==> config.mk <==
export PLATFORM = sky130hd
export DESIGN_NAME = cocd_top
export DESIGN_NICKNAME = d
export VERILOG_FILES = /design/src/include/cocd_pkg.sv /design/src/cocd_top.sv /design/src/cocd_ratio_shift.sv
export SDC_FILE = /design/constraint.sdc
export NUM_CORES = 1
export LEC_CHECK = 0
export ABC_AREA = 1
export CAP_MARGIN = 5
export CELL_PAD_IN_SITES_DETAIL_PLACEMENT = 2
export CELL_PAD_IN_SITES_GLOBAL_PLACEMENT = 2
export CORE_MARGIN = 5
export CORE_UTILIZATION = 32
export CTS_BUF_LIST = sky130_fd_sc_hd__clkbuf_2
export DETAILED_ROUTE_END_ITERATION = 7
export DONT_BUFFER_PORTS = 1
export GPL_TIMING_DRIVEN = 0
export PLACE_DENSITY_LB_ADDON = 0.1
export SYNTH_ARGS = -nofsm -noshare
export SYNTH_HDL_FRONTEND = slang
export SYNTH_SLANG_ARGS = --single-unit
export TNS_END_PERCENT = 100
==> constraint.sdc <==
create_clock -name CLK_I -period 1.5 [get_ports CLK_I]
set_input_delay 0.075 -clock CLK_I [delete_from_list [all_inputs] [get_ports CLK_I]]
set_output_delay 0.075 -clock CLK_I [all_outputs]
set_load 0.005 [all_outputs]
==> src/include/cocd_pkg.sv <==
// Package: constants and types for the clock output configuration decoder
package cocd_pkg;

	// ==========================================
	// Auxiliary source codes
	localparam logic [1:0] AUX_SRC_RESERVED = 2'h0;
	localparam logic [1:0] AUX_SRC_REF_CLK  = 2'h1;
	localparam logic [1:0] AUX_SRC_SYN_CLK  = 2'h2;
	localparam logic [1:0] AUX_SRC_LOCK     = 2'h3;

	// ==========================================
	// Special pin function codes
	localparam logic [2:0] SPF_GATE_SYN   = 3'h0;
	localparam logic [2:0] SPF_GATE_AUX   = 3'h1;
	localparam logic [2:0] SPF_GATE_BOTH  = 3'h2;
	localparam logic [2:0] SPF_SHIFT_EN   = 3'h3;
	localparam logic [2:0] SPF_AUX_FORCE  = 3'h7;

	// ==========================================
	// Ratio formats and widths
	localparam int         RATIO_W        = 32;
	localparam int         NUM_SETS       = 4;
	localparam logic       FMT_20_12      = 1'b0;
	localparam logic       FMT_12_20      = 1'b1;
	localparam int         FRAC_BITS_HM   = 12;
	localparam int         FRAC_BITS_HA   = 20;
	localparam logic [4:0] FRAC_W_HM      = 5'h0c;
	localparam logic [4:0] FRAC_W_HA      = 5'h14;

	// ==========================================
	// Bandwidth: 1 Hz at code 0, doubling per step
	localparam logic [7:0] BW_BASE_HZ     = 8'h01;

	// ==========================================
	// Reset values
	localparam logic [31:0] RATIO_RESET   = 32'h0;
	localparam logic [1:0]  SRC_RESET     = AUX_SRC_RESERVED;

endpackage : cocd_pkg

==> src/cocd_top.sv <==
// Module: decodes stored configuration and applies it to the clock outputs
// Notes on behaviour
// - Aux pin source: 01 ref, 10 synth, 11 lock
// - Lock cfg 0: push-pull, high when unlocked
// - Lock cfg 1: open drain, low when unlocked
// - Lock cfg ignored when aux carries clock
// - Keep bit 0: synth clock held low on both pins while unlocked; ref clock on aux not gated
// - Keep bit 1: outputs toggle while unlocked
// - Format bit picks 20.12 or 12.20
// - Four stored ratios, indexed one used
// - Codes 000/001/010 gate synth/aux/both
// - Code 011: pin enables ratio shift
// - Code 111: pin forces aux to synth
// - Bandwidth 1 Hz doubling to 128 Hz
// - Gating pin high disables outputs
// - Set-select pins choose stored set
// - Shift enabled: right shift 1 to 4
// - Override only while pin high
// Pin and clock inputs reach the outputs three edges later:
// two synchroniser stages, then the output register.

`timescale 1ns/1ps
`default_nettype none
module cocd_top (
	// Clock and reset
	input  wire logic        CLK_I,
	input  wire logic        RESET_I,
	// Stored per-set configuration
	input  wire logic [31:0] USER_RATIO0_I,
	input  wire logic [31:0] USER_RATIO1_I,
	input  wire logic [31:0] USER_RATIO2_I,
	input  wire logic [31:0] USER_RATIO3_I,
	input  wire logic [7:0]  AUX_SOURCE_SELECT_I,
	input  wire logic [7:0]  RATIO_SHIFT_SELECT_I,
	// Stored global configuration
	input  wire logic        LOCK_INDICATOR_DRIVE_CFG_I,
	input  wire logic        KEEP_CLOCK_ON_UNLOCK_I,
	input  wire logic        RATIO_FORMAT_SELECT_I,
	input  wire logic [2:0]  SPECIAL_PIN_FUNCTION_I,
	input  wire logic [2:0]  MIN_LOOP_BANDWIDTH_I,
	// Board pins
	input  wire logic [1:0]  SET_SELECT_I,
	input  wire logic        SPECIAL_FUNCTION_PIN_I,
	// Clock sources and lock state
	input  wire logic        REF_CLK_I,
	input  wire logic        SYN_CLK_I,
	input  wire logic        PLL_LOCKED_I,
	// Clock outputs
	output logic             SYN_CLK_O,
	output logic             SYN_CLK_OE_O,
	output logic             AUX_O,
	output logic             AUX_OE_O,
	// Ratio to synthesizer
	output logic      [31:0] EFFECTIVE_RATIO_O,
	output logic      [4:0]  RATIO_FRAC_BITS_O,
	output logic             RATIO_FORMAT_O,
	output logic      [7:0]  MIN_BANDWIDTH_HZ_O,
	output logic      [1:0]  ACTIVE_SET_O
);
	import cocd_pkg::*;

	// ==========================================
	// State
	typedef struct packed {
		// Synchronisers; only the second stage feeds logic
		logic [1:0]  set_m;
		logic [1:0]  set_s;
		logic        pin_m;
		logic        pin_s;
		logic        ref_m;
		logic        ref_s;
		logic        syn_m;
		logic        syn_s;
		logic        lock_m;
		logic        lock_s;

		// Registered pin drivers
		logic        syn_clk;
		logic        syn_oe;
		logic        aux;
		logic        aux_oe;

		// Registered ratio and loop settings
		logic [31:0] ratio;
		logic [4:0]  frac_bits;
		logic        fmt;
		logic [7:0]  bw_hz;
		logic [1:0]  set;
	} cocd_state_s;

	cocd_state_s st;
	cocd_state_s next_st;

	// ==========================================
	// Stored sets as arrays
	logic [31:0] ratio_mem [NUM_SETS];
	logic [1:0]  src_mem   [NUM_SETS];
	logic [1:0]  shift_mem [NUM_SETS];

	// One entry per stored set; set n uses ratio n
	// and bits 2n+1:2n of each packed per-set field
	genvar gi;
	generate
		for (gi = 0; gi < NUM_SETS; gi++) begin : g_set
			assign src_mem[gi]   = AUX_SOURCE_SELECT_I[2*gi +: 2];
			assign shift_mem[gi] = RATIO_SHIFT_SELECT_I[2*gi +: 2];
			if (gi == 0) begin : g_ratio0
				assign ratio_mem[gi] = USER_RATIO0_I;
			end else if (gi == 1) begin : g_ratio1
				assign ratio_mem[gi] = USER_RATIO1_I;
			end else if (gi == 2) begin : g_ratio2
				assign ratio_mem[gi] = USER_RATIO2_I;
			end else begin : g_ratio3
				assign ratio_mem[gi] = USER_RATIO3_I;
			end
		end
	endgenerate

	// ==========================================
	// Unlock gating of the synthesized clock, on whichever pin carries it
	// Clocks are oversampled by CLK_I, so the copies on the pins
	// lag their sources and move in steps of one CLK_I period
	logic clocks_run;
	logic syn_gated;

	assign clocks_run = st.lock_s | KEEP_CLOCK_ON_UNLOCK_I;
	assign syn_gated  = clocks_run & st.syn_s;

	// ==========================================
	// Unlock indicator driver
	logic lock_val;
	logic lock_oe;

	always_comb begin
		if (LOCK_INDICATOR_DRIVE_CFG_I) begin
			// Open drain: pull low while unlocked, float while locked
			lock_val = 1'b0;
			lock_oe  = ~st.lock_s;
		end else begin
			// Push-pull, high while unlocked
			lock_val = ~st.lock_s;
			lock_oe  = 1'b1;
		end
	end

	// ==========================================
	// Pin decode (synchronised values only)
	// The set pins are synchronised bit by bit; when the board changes
	// both at once a mixed index can stand for one cycle
	logic        gate_syn;
	logic        gate_aux;
	logic        shift_en;
	logic [1:0]  eff_src;
	logic [31:0] shifted_ratio;

	always_comb begin
		gate_syn = 1'b0;
		gate_aux = 1'b0;
		shift_en = 1'b0;
		eff_src  = src_mem[st.set_s];
		case (SPECIAL_PIN_FUNCTION_I)
			SPF_GATE_SYN: begin
				gate_syn = st.pin_s;
			end
			SPF_GATE_AUX: begin
				gate_aux = st.pin_s;
			end
			SPF_GATE_BOTH: begin
				gate_syn = st.pin_s;
				gate_aux = st.pin_s;
			end
			SPF_SHIFT_EN: begin
				shift_en = st.pin_s;
			end
			SPF_AUX_FORCE: begin
				if (st.pin_s) begin
					eff_src = AUX_SRC_SYN_CLK;
				end
			end
			default: begin
				// Reserved codes give the pin no function
				gate_syn = 1'b0;
				gate_aux = 1'b0;
				shift_en = 1'b0;
			end
		endcase
	end

	// The modifier acts only while the mode pin enables it
	cocd_ratio_shift u_shift (
		.ratio_i  (ratio_mem[st.set_s]),
		.enable_i (shift_en),
		.select_i (shift_mem[st.set_s]),
		.ratio_o  (shifted_ratio)
	);

	// ==========================================
	// Next state
	always_comb begin
		next_st = st;
		// Two-stage synchronisers for pins and foreign clocks
		next_st.set_m  = SET_SELECT_I;
		next_st.set_s  = st.set_m;
		next_st.pin_m  = SPECIAL_FUNCTION_PIN_I;
		next_st.pin_s  = st.pin_m;
		next_st.ref_m  = REF_CLK_I;
		next_st.ref_s  = st.ref_m;
		next_st.syn_m  = SYN_CLK_I;
		next_st.syn_s  = st.syn_m;
		next_st.lock_m = PLL_LOCKED_I;
		next_st.lock_s = st.lock_m;

		// Synthesized clock pin; disabled means released
		next_st.syn_clk = syn_gated;
		next_st.syn_oe  = ~gate_syn;

		// Auxiliary pin
		next_st.aux    = 1'b0;
		next_st.aux_oe = ~gate_aux;
		case (eff_src)
			AUX_SRC_REF_CLK: begin
				next_st.aux = st.ref_s;
			end
			AUX_SRC_SYN_CLK: begin
				next_st.aux = syn_gated;
			end
			AUX_SRC_LOCK: begin
				// Gating wins over the indicator's own enable
				next_st.aux    = lock_val;
				next_st.aux_oe = ~gate_aux & lock_oe;
			end
			default: begin
				// Reserved source: pin driven low, enable unchanged
				next_st.aux = 1'b0;
			end
		endcase

		// Ratio and format
		// Shift happens in this cycle, so the modifier adds no latency
		next_st.ratio     = shifted_ratio;
		next_st.fmt       = RATIO_FORMAT_SELECT_I;
		case (RATIO_FORMAT_SELECT_I)
			FMT_12_20: begin
				next_st.frac_bits = FRAC_W_HA;
			end
			default: begin
				next_st.frac_bits = FRAC_W_HM;
			end
		endcase
		// One hertz at code 0, doubling per step
		next_st.bw_hz     = BW_BASE_HZ << MIN_LOOP_BANDWIDTH_I;
		next_st.set       = st.set_s;
	end

	// ==========================================
	// Registers
	always_ff @(posedge CLK_I) begin
		if (RESET_I) begin
			// Every field spelled out so the released state of each pin is visible
			st <= '{
				set_m:     2'h0,
				set_s:     2'h0,
				pin_m:     1'h0,
				pin_s:     1'h0,
				ref_m:     1'h0,
				ref_s:     1'h0,
				syn_m:     1'h0,
				syn_s:     1'h0,
				lock_m:    1'h0,
				lock_s:    1'h0,
				syn_clk:   1'h0,
				syn_oe:    1'h0,
				aux:       1'h0,
				aux_oe:    1'h0,
				ratio:     RATIO_RESET,
				frac_bits: FRAC_W_HM,
				fmt:       FMT_20_12,
				bw_hz:     BW_BASE_HZ,
				set:       2'h0
			};
		end else begin
			st <= next_st;
		end
	end

	// ==========================================
	// Outputs
	// Enables are high while the pin is driven; low means released
	assign SYN_CLK_O          = st.syn_clk;
	assign SYN_CLK_OE_O       = st.syn_oe;
	assign AUX_O              = st.aux;
	assign AUX_OE_O           = st.aux_oe;
	assign EFFECTIVE_RATIO_O  = st.ratio;
	assign RATIO_FRAC_BITS_O  = st.frac_bits;
	assign RATIO_FORMAT_O     = st.fmt;
	assign MIN_BANDWIDTH_HZ_O = st.bw_hz;
	assign ACTIVE_SET_O       = st.set;

endmodule : cocd_top
`default_nettype wire

==> src/cocd_ratio_shift.sv <==
// Module: applies the optional right shift of the ratio modifier
`timescale 1ns/1ps
`default_nettype none
module cocd_ratio_shift (
	// Ratio in and out
	input  wire logic [31:0] ratio_i,
	input  wire logic        enable_i,
	input  wire logic [1:0]  select_i,
	output logic      [31:0] ratio_o
);
	import cocd_pkg::*;

	// ==========================================
	// Shift by select+1 positions
	always_comb begin
		if (enable_i) begin
			ratio_o = ratio_i >> ({3'h0, select_i} + 5'h01);
		end else begin
			ratio_o = ratio_i;
		end
	end
endmodule : cocd_ratio_shift
`default_nettype wire

==> results of run 1 <==
-- per-stage QoR --
stage	setup TNS [ps]	util
after floorplan	0	-
after global placement	-4750	0.341
after detailed placement	-6170	0.341
-- logic make-up after synthesis --
kind of cell,after synthesis,synth area share
AOI/OAI and AO/OA,16,0.0193
other,2,0.00176
buffers and inverters,128,0.181
and+or+nand+nor,512,0.517
DFF,60,0.281
==> metrics, run 1 <==
status aborted with a tool error; failing step clock tree synthesis (4_1_cts); Error [ERROR DPL-0033] detailed placement checks failed during check placement.; sequential fraction of the synthesis area 0.281; H-tree level count 3; Resized cells post-CTS 105; area leader, netlist dfxtp_1; Ys Warns 0; ys flop type dfxtp_1; Commonest cells post-synth 295 x nand2_1, 170 x nand3_1, 60 x dfxtp_1; Port-buffer cells 0; Cell Rows 42; placed cell count 895; Mean Syn Cell Area 5.96 um^2; Die Y 126 um; Clock Path Buffers 2; clk root buf clkbuf_2; Top-Level Pins 213; Cells after Synth 718; synthesized area 4280 um^2; total CTS buffers 9; Synth top area share 0.281; Initial Util 0.324; EDFF count, synth 0; RD Place Congestion 0.865; count leader, synth nand2_1; synth top area cells dfxtp_1 28%, nand2_1 26%, nand3_1 20%, buf_4 9.3%, inv_1 3.3%; clock sinks 60; Placement Cell Area 4500 um^2; Yosys reg bits 60; Die X 126 um; hold-fix buffer count after cts approximately 160; # Post-CTS Setup Buffers 8; post-DP HPWL 16200 um; asr flop ratio synth 0; Distinct cells, synth 24; Place WS -299 ps
==> run 2, diff against run 1 <==
--- a/config.mk
+++ b/config.mk
@@ -7,15 +7,12 @@
 export LEC_CHECK = 0
 export ABC_AREA = 1
 export CAP_MARGIN = 5
-export CELL_PAD_IN_SITES_DETAIL_PLACEMENT = 2
-export CELL_PAD_IN_SITES_GLOBAL_PLACEMENT = 2
 export CORE_MARGIN = 5
-export CORE_UTILIZATION = 32
-export CTS_BUF_LIST = sky130_fd_sc_hd__clkbuf_2
+export CORE_UTILIZATION = 25
 export DETAILED_ROUTE_END_ITERATION = 7
 export DONT_BUFFER_PORTS = 1
 export GPL_TIMING_DRIVEN = 0
-export PLACE_DENSITY_LB_ADDON = 0.1
+export PLACE_DENSITY_LB_ADDON = 0.15
 export SYNTH_ARGS = -nofsm -noshare
 export SYNTH_HDL_FRONTEND = slang
 export SYNTH_SLANG_ARGS = --single-unit
==> metrics, run 2 <==
status finished, violations left; violated checks setup timing; net count reported at finish 928; Ys Warns 0 (unchanged); Detailed Route WL 19600 um; Data required, critical path 1730 ps; CP arrival ~1800 ps; Slew Viols, Final 0; Compound-Gate Fraction of Synth Area 0.0193 (unchanged); post-DP HPWL 15200 um (-6.1%); initial DRC count between 200 and 300; initial antenna violation count 0; area of the multi-input gates 2810 um^2; Max Clock Skew about 6.7 ps; clock sinks 60 (unchanged); Max FO, Critical Path 6; drt pass-1 iters 4; Internal 0.00362 W; Cells after Synth 718 (unchanged); Setup crit end kind flip-flop; Pwr Density 863 nW/um^2; Clock Path Buffers 2 (unchanged); Comb power frac 0.260; proportion of synthesized area in mux cells 0 (unchanged); Net Sw Power 0.00155 W; Cell Rows 47 (+12%); layout cell share with drive strength beyond 1 0.331; register area 1200 um^2; first-pass GRT wire length 28300 um; Yosys reg bits 60 (unchanged); critical path class reg2reg; sequential fraction of the synthesis area 0.281 (unchanged); Sum Neg Setup Slack -263 ps; Worst R2R Path Depth 12; simple-gate share of the synthesized area 0.517 (unchanged); total CTS buffers 9 (unchanged); Max VDD drop 537 uV; final hold violation count 0; Die Footprint 19800 um^2; largest net degree at the start of global routing 20; CP startpoint kind flip-flop; count leader, synth nand2_1; fill count 1881; Initial Util 0.256 (-0.0682); Hold Path Class in2reg; vias a little under 5000; Syn-to-layout area delta 40.2%; RSZ-0062 raised after global routing true; EDFF count, synth 0 (unchanged); Synth Area in Adders 0 (unchanged); commonest non-fill, non-tap cell in the layout nand2_1; final worst path period share 1.04; Die Y 141 um (+12%); asr flop ratio synth 0 (unchanged); Die X 141 um (+12%); clk_lat worst skew 340 ps; Distinct cells, synth 24 (unchanged); Top-Level Pins 213 (unchanged); final antenna-violating net count 0; clock power share 0.405; Commonest cells post-synth 295 x nand2_1, 170 x nand3_1, 60 x dfxtp_1; Tmin final 1550 ps; Mean Syn Cell Area 5.96 um^2 (unchanged); end-of-flow core utilization 0.359; sw frac 0.300; synth top area cells dfxtp_1 28%, nand2_1 26%, nand3_1 20%, buf_4 9.3%, inv_1 3.3%; antenna diode count 0; # DRC 0; ys flop type dfxtp_1; RD Place Congestion 0.860 (-0.52%); Peak Freq 643 MHz; main combinational cell family by area after synthesis simple AND/OR/NAND/NOR gates; post-synthesis xor/xnor area fraction 0 (unchanged); Hold Path Depth 3; H-tree level count 3 (unchanged); Port-buffer cells 0 (unchanged); gr usage total 0.188; synthesized area 4280 um^2 (unchanged); CTS tree built; maxcap violations 0; grt ovf 0; Core Box Area 16700 um^2; vias in the first global route ~4900; final setup margin -54.6 ps; area leader, netlist dfxtp_1; clock transition at the registers of the reported paths roughly 50 ps; max reg flops 32; sequential group share of total power 0.335; vias per inst slightly below 5; Synth top area share 0.281 (unchanged); Wirelength per Cell 19.8 um; setup violators final 12; commonest cells after routing, fill and taps aside 245 x nand2_1, 105 x nand3_1, 68 x buf_4; Lkg Pwr 2.94 nW; hold slack 20.5 ps; clk root buf clkbuf_16
## run 2: cell counts after synthesis
No cell type changed its count.
## run 2: worst max-delay path, stage by stage, from the launching register on
cell	delay, ps
dfxtp_2	320
inv_2	70
buf_6	120
nand2_2	60
nand2_1	80
nand2_2	90
nand2_8	130
clkbuf_16	160
nand2_1	80
nand3_2	90
nand3_2	100
nand2_1	80
inv_1	50
## run 2: kinds of logic after synthesis
| kind of cell | Yosys count |
|---|---|
| AO/OA/AOI/OAI | 16 |
| buffers and inverters | 128 |
| other | 2 |
| AND/OR/NAND/NOR | 512 |
| flip-flops | 60 |
## run 2: area by class of cell
type | count | area share
clock buffer | 11 | 0.0421
inverter | 41 | 0.0257
clock inverter | 4 | 0.00814
multi-input combinational | 531 | 0.469
sequential | 60 | 0.201
timing repair buffer | 38 | 0.0747
tap | 220 | 0.0459
buffer | 86 | 0.134
## run 2: final timing paths
path | startpoint | endpoint | slack (ps)
worst max-delay path | next_st[0] | EFFECTIVE_RATIO_O[7] | -50
worst min-delay path | SPECIAL_PIN_FUNCTION_I[1] | AUX_OE_O | 20
worst max register to register | next_st[0] | EFFECTIVE_RATIO_O[7] | -50
worst min register to register | next_st[61] | next_st[1] | 400
## run 2: through the flow
stage / instances / total power, W / setup slack (ps) / cell area [um^2]
after global routing: 991 / 0.00545 / -143 / 6000
after CTS: 976 / 0.00504 / -22.7 / 5390
final: 991 / 0.00518 / -54.6 / 6000
after floorplan: 719 / 0.00247 / 211 / 4280
after detailed placement: 939 / 0.00275 / -244 / 4560
after global placement: 939 / 0.00275 / -245 / 4560
## run 2: power groups by stage
stage               Sequential (W)  Clock [W]  Combinational, W
finish                     0.00173    0.00210           0.00135
global route               0.00174    0.00224           0.00147
CTS                        0.00173    0.00218           0.00113
detailed placement         0.00177          0          0.000984
global placement           0.00177          0          0.000983
floorplan                  0.00175          0          0.000715
## run 2: timing repair
| item | in CTS | in global routing |
|---|---|---|
| hold buffers | 18 | 0 |
| buffers inserted | 5 | 8 |
| endpoints found under the setup margin | 32 | 33 |
| gates resized for setup | 95 | 93 |
| gates cloned | 0 | 7 |
| pin swaps | 12 | 29 |
| endpoints found under the hold margin | 23 | 0 |
## run 2: layer usage
layer | global-route usage | vias to the layer above | part of all wire
met5 | 0 | - | 0
met4 | 0.0673 | 0 | 0.024
met3 | 0.0582 | 40 | 0.080
met2 | 0.305 | 232 | 0.47
met1 | 0.237 | 2282 | 0.42
li1 | - | 2347 | -
Note: power is estimated with default switching activity, not from simulation.
==> run 3, diff against run 2 <==
--- a/config.mk
+++ b/config.mk
@@ -5,10 +5,11 @@
 export SDC_FILE = /design/constraint.sdc
 export NUM_CORES = 1
 export LEC_CHECK = 0
-export ABC_AREA = 1
+export ABC_AREA = 0
 export CAP_MARGIN = 5
 export CORE_MARGIN = 5
 export CORE_UTILIZATION = 25
+export CTS_CLUSTER_SIZE = 20
 export DETAILED_ROUTE_END_ITERATION = 7
 export DONT_BUFFER_PORTS = 1
 export GPL_TIMING_DRIVEN = 0
==> metrics, run 3 <==
ys flop type dfxtp_1; non-filler instance count after layout 535 (-46%); EDFF count, synth 0 (unchanged); hold slack 6.18 ps (-14.4 ps); Total Power 0.00475 W (-8.2%); RD Place Congestion 0.717 (-17%); Max-slew headroom 0.658; commonest non-fill, non-tap cell in the layout dfxtp_1; Port-buffer cells 0 (unchanged); Clock Path Buffers 2 (unchanged); Max Clock Skew 4.46 ps (-2.22 ps); sequential fraction of the synthesis area 0.347 (+0.0657); CP arrival 2090 ps (+310 ps); Tmin final 1870 ps (+320 ps); final setup margin -375 ps (-320 ps); placed cell count 492 (-48%); commonest cells after routing, fill and taps aside 59 x dfxtp_1, 52 x buf_4, 36 x mux4_2; max reg flops 32 (unchanged); Worst R2R Path Depth 7 (-5); CTS tree built; asr flop ratio synth 0 (unchanged); end-of-flow core utilization 0.349 (-0.0105); vias per inst 4.96 (+0.38%); total CTS buffers 9 (unchanged); violated checks setup timing; met2 GRT Util 0.246 (-0.0588); clock sinks 60 (unchanged); Die X 128 um (-9.3%); clk root buf clkbuf_16; H-tree level count 3 (unchanged); vias 2656 (-46%); met1 usage 0.166 (-0.0704); Distinct cells, synth 30 (+25%); Lkg Pwr 1.79 nW (-39%); final worst path period share 1.25 (+0.213); first-pass GRT wire length 17300 um (-39%); Die Y 128 um (-9.3%); RSZ-0062 raised after global routing true; Initial Util 0.253 (-0.00345); vias in the first global route 2948 (-40%); gr usage total 0.142 (-0.0461); Cells after Synth 311 (-57%); Pwr Density 993 nW/um^2 (+15%); layout cell share with drive strength beyond 1 0.479 (+0.148); Max VDD drop 443 uV (-18%); Core Box Area 13700 um^2 (-18%); critical path class reg2reg; CP startpoint kind flip-flop; Hold Path Depth 2 (-1); setup violators final 34 (+22); count leader, synth dfxtp_1; Synth top area share 0.347 (+0.0657); CP Cell Sequence buf_12 > mux4_2 > buf_12 > buf_12 > mux2i_4 > mux2i_1 > a22o_1; Yosys reg bits 60 (unchanged); # DRC 0 (unchanged); Die Footprint 16300 um^2 (-18%); post-layout instance area 4780 um^2 (-20%); Syn-to-layout area delta 38.0%; clk_lat worst skew 330 ps (about the same); Peak Freq 533 MHz (-17%); Cell Rows 43 (-8.5%); Wirelength per Cell 22.3 um (+13%); area leader, netlist dfxtp_1; Data required, critical path 1720 ps (about the same); synth top area cells dfxtp_1 35%, mux4_2 23%, buf_4 10%, mux2i_1 9.0%, o221ai_1 7.1%; initial DRC count 143 (-52%); status finished, violations left; Setup crit end kind flip-flop; reg-to-reg startpoint next_st[0]; final hold violation count 0 (unchanged); fill count 1419 (-25%); largest net degree at the start of global routing 12 (-40%); Worst Tran Pin Value between 500 and 600 ps; met3 usage 0.0517 (-0.00658); net count reported at finish 511 (-45%); Max FO, Critical Path 6 (unchanged); clock transition at the registers of the reported paths 60 ps (about the same); GRT Max-Usage Layer met2; Mean Syn Cell Area 11.1 um^2 (+87%); slowest cell delay on critical path 520 ps (+200 ps); maxcap violations 0 (unchanged); initial antenna violation count 1 (+1); Ys Warns 0 (unchanged); grt ovf 0 (unchanged); critical path launch point next_st[0]; Hold Path Class in2reg; drt pass-1 iters 4 (unchanged); Placement Cell Area 3700 um^2 (-19%); hold path start LOCK_INDICATOR_DRIVE_CFG_I; antenna diode count 0 (unchanged); Detailed Route WL 12000 um (-39%); Top-Level Pins 213 (unchanged); post-DP HPWL 9170 um (-40%); synthesized area 3470 um^2 (-19%); Slew Viols, Final 0 (unchanged); most frequent CP cell buf_12; Worst path slowest cell mux4_2; Commonest cells post-synth 60 x dfxtp_1, 47 x buf_4, 36 x mux4_2; final antenna-violating net count 0 (unchanged)
[run 3: cell count changes after synthesis, sizes merged, moves of 3 or more]
cell    delta
mux2i     +31
nand2b     +6
nor2b     +16
nor2      -25
o221ai    +28
nand3    -169
nor3       -3
o21ai      -8
nand2    -268
inv       -38
clkbuf    +11
buf       -29
mux4      +36
[run 3: worst paths after layout]
| check | endpoint | slack (ps) |
|---|---|---|
| max | EFFECTIVE_RATIO_O[28] | -370 |
| min | AUX_OE_O | 6 |
| max reg2reg | EFFECTIVE_RATIO_O[28] | -370 |
| min reg2reg | next_st[1] | 430 |
[run 3: layer usage]
metal  wire [um]  share of wire
met1        4640           0.39
met2        6150           0.51
met3        1020          0.085
met4         125          0.010
met5          13         0.0011
[run 3: kinds of logic after synthesis]
family | synth area share
AO/OA/AOI/OAI | 0.0870
flip-flops | 0.347
other | 0.00217
XOR/XNOR | 0.00253
buffers and inverters | 0.134
AND/OR/NAND/NOR | 0.101
multiplexers | 0.327
[run 3: through the flow]
stage                     worst slack [ps]  TNS (ps)
final                                 -375     -9730
after global routing                  -433    -12080
after detailed placement              -828    -20700
after floorplan                       -240     -6810
after global placement                -797    -19420
after CTS                             -377    -10230
[run 3: critical path: cells and delay by family (launching register included)]
| family | cells | cell delay [ps] |
|---|---|---|
| mux | 3 | 790 |
| buf+inv | 3 | 440 |
| flops | 1 | 330 |
| compound gates | 1 | 190 |
[run 3: cell type report]
class	instances	area (um^2)	share of cell area
plain buffers	68	591	0.123
clock buffers	11	243	0.0508
clock inverters	5	37.5	0.00785
inverters	2	7.51	0.00157
multi-input cells	181	2110	0.442
flip-flops and latches	60	1200	0.251
well taps	180	225	0.0471
repair buffers	28	363	0.0759
[run 3: repair_timing]
action	CTS	global route
endpoints found under the hold margin	21	0
resized for setup	82	29
setup buffers	7	1
pin swaps	12	2
cloned	4	0
setup endpoints to repair	34	36
hold buffers	16	0
[run 3: power by group]
part	internal [W]	switching, W	leakage [nW]
Clock	0.00117	0.000793	0.132
Sequential	0.00169	0.0000301	0.498
Combinational	0.000598	0.000471	1.16
Total	0.00346	0.00129	1.79
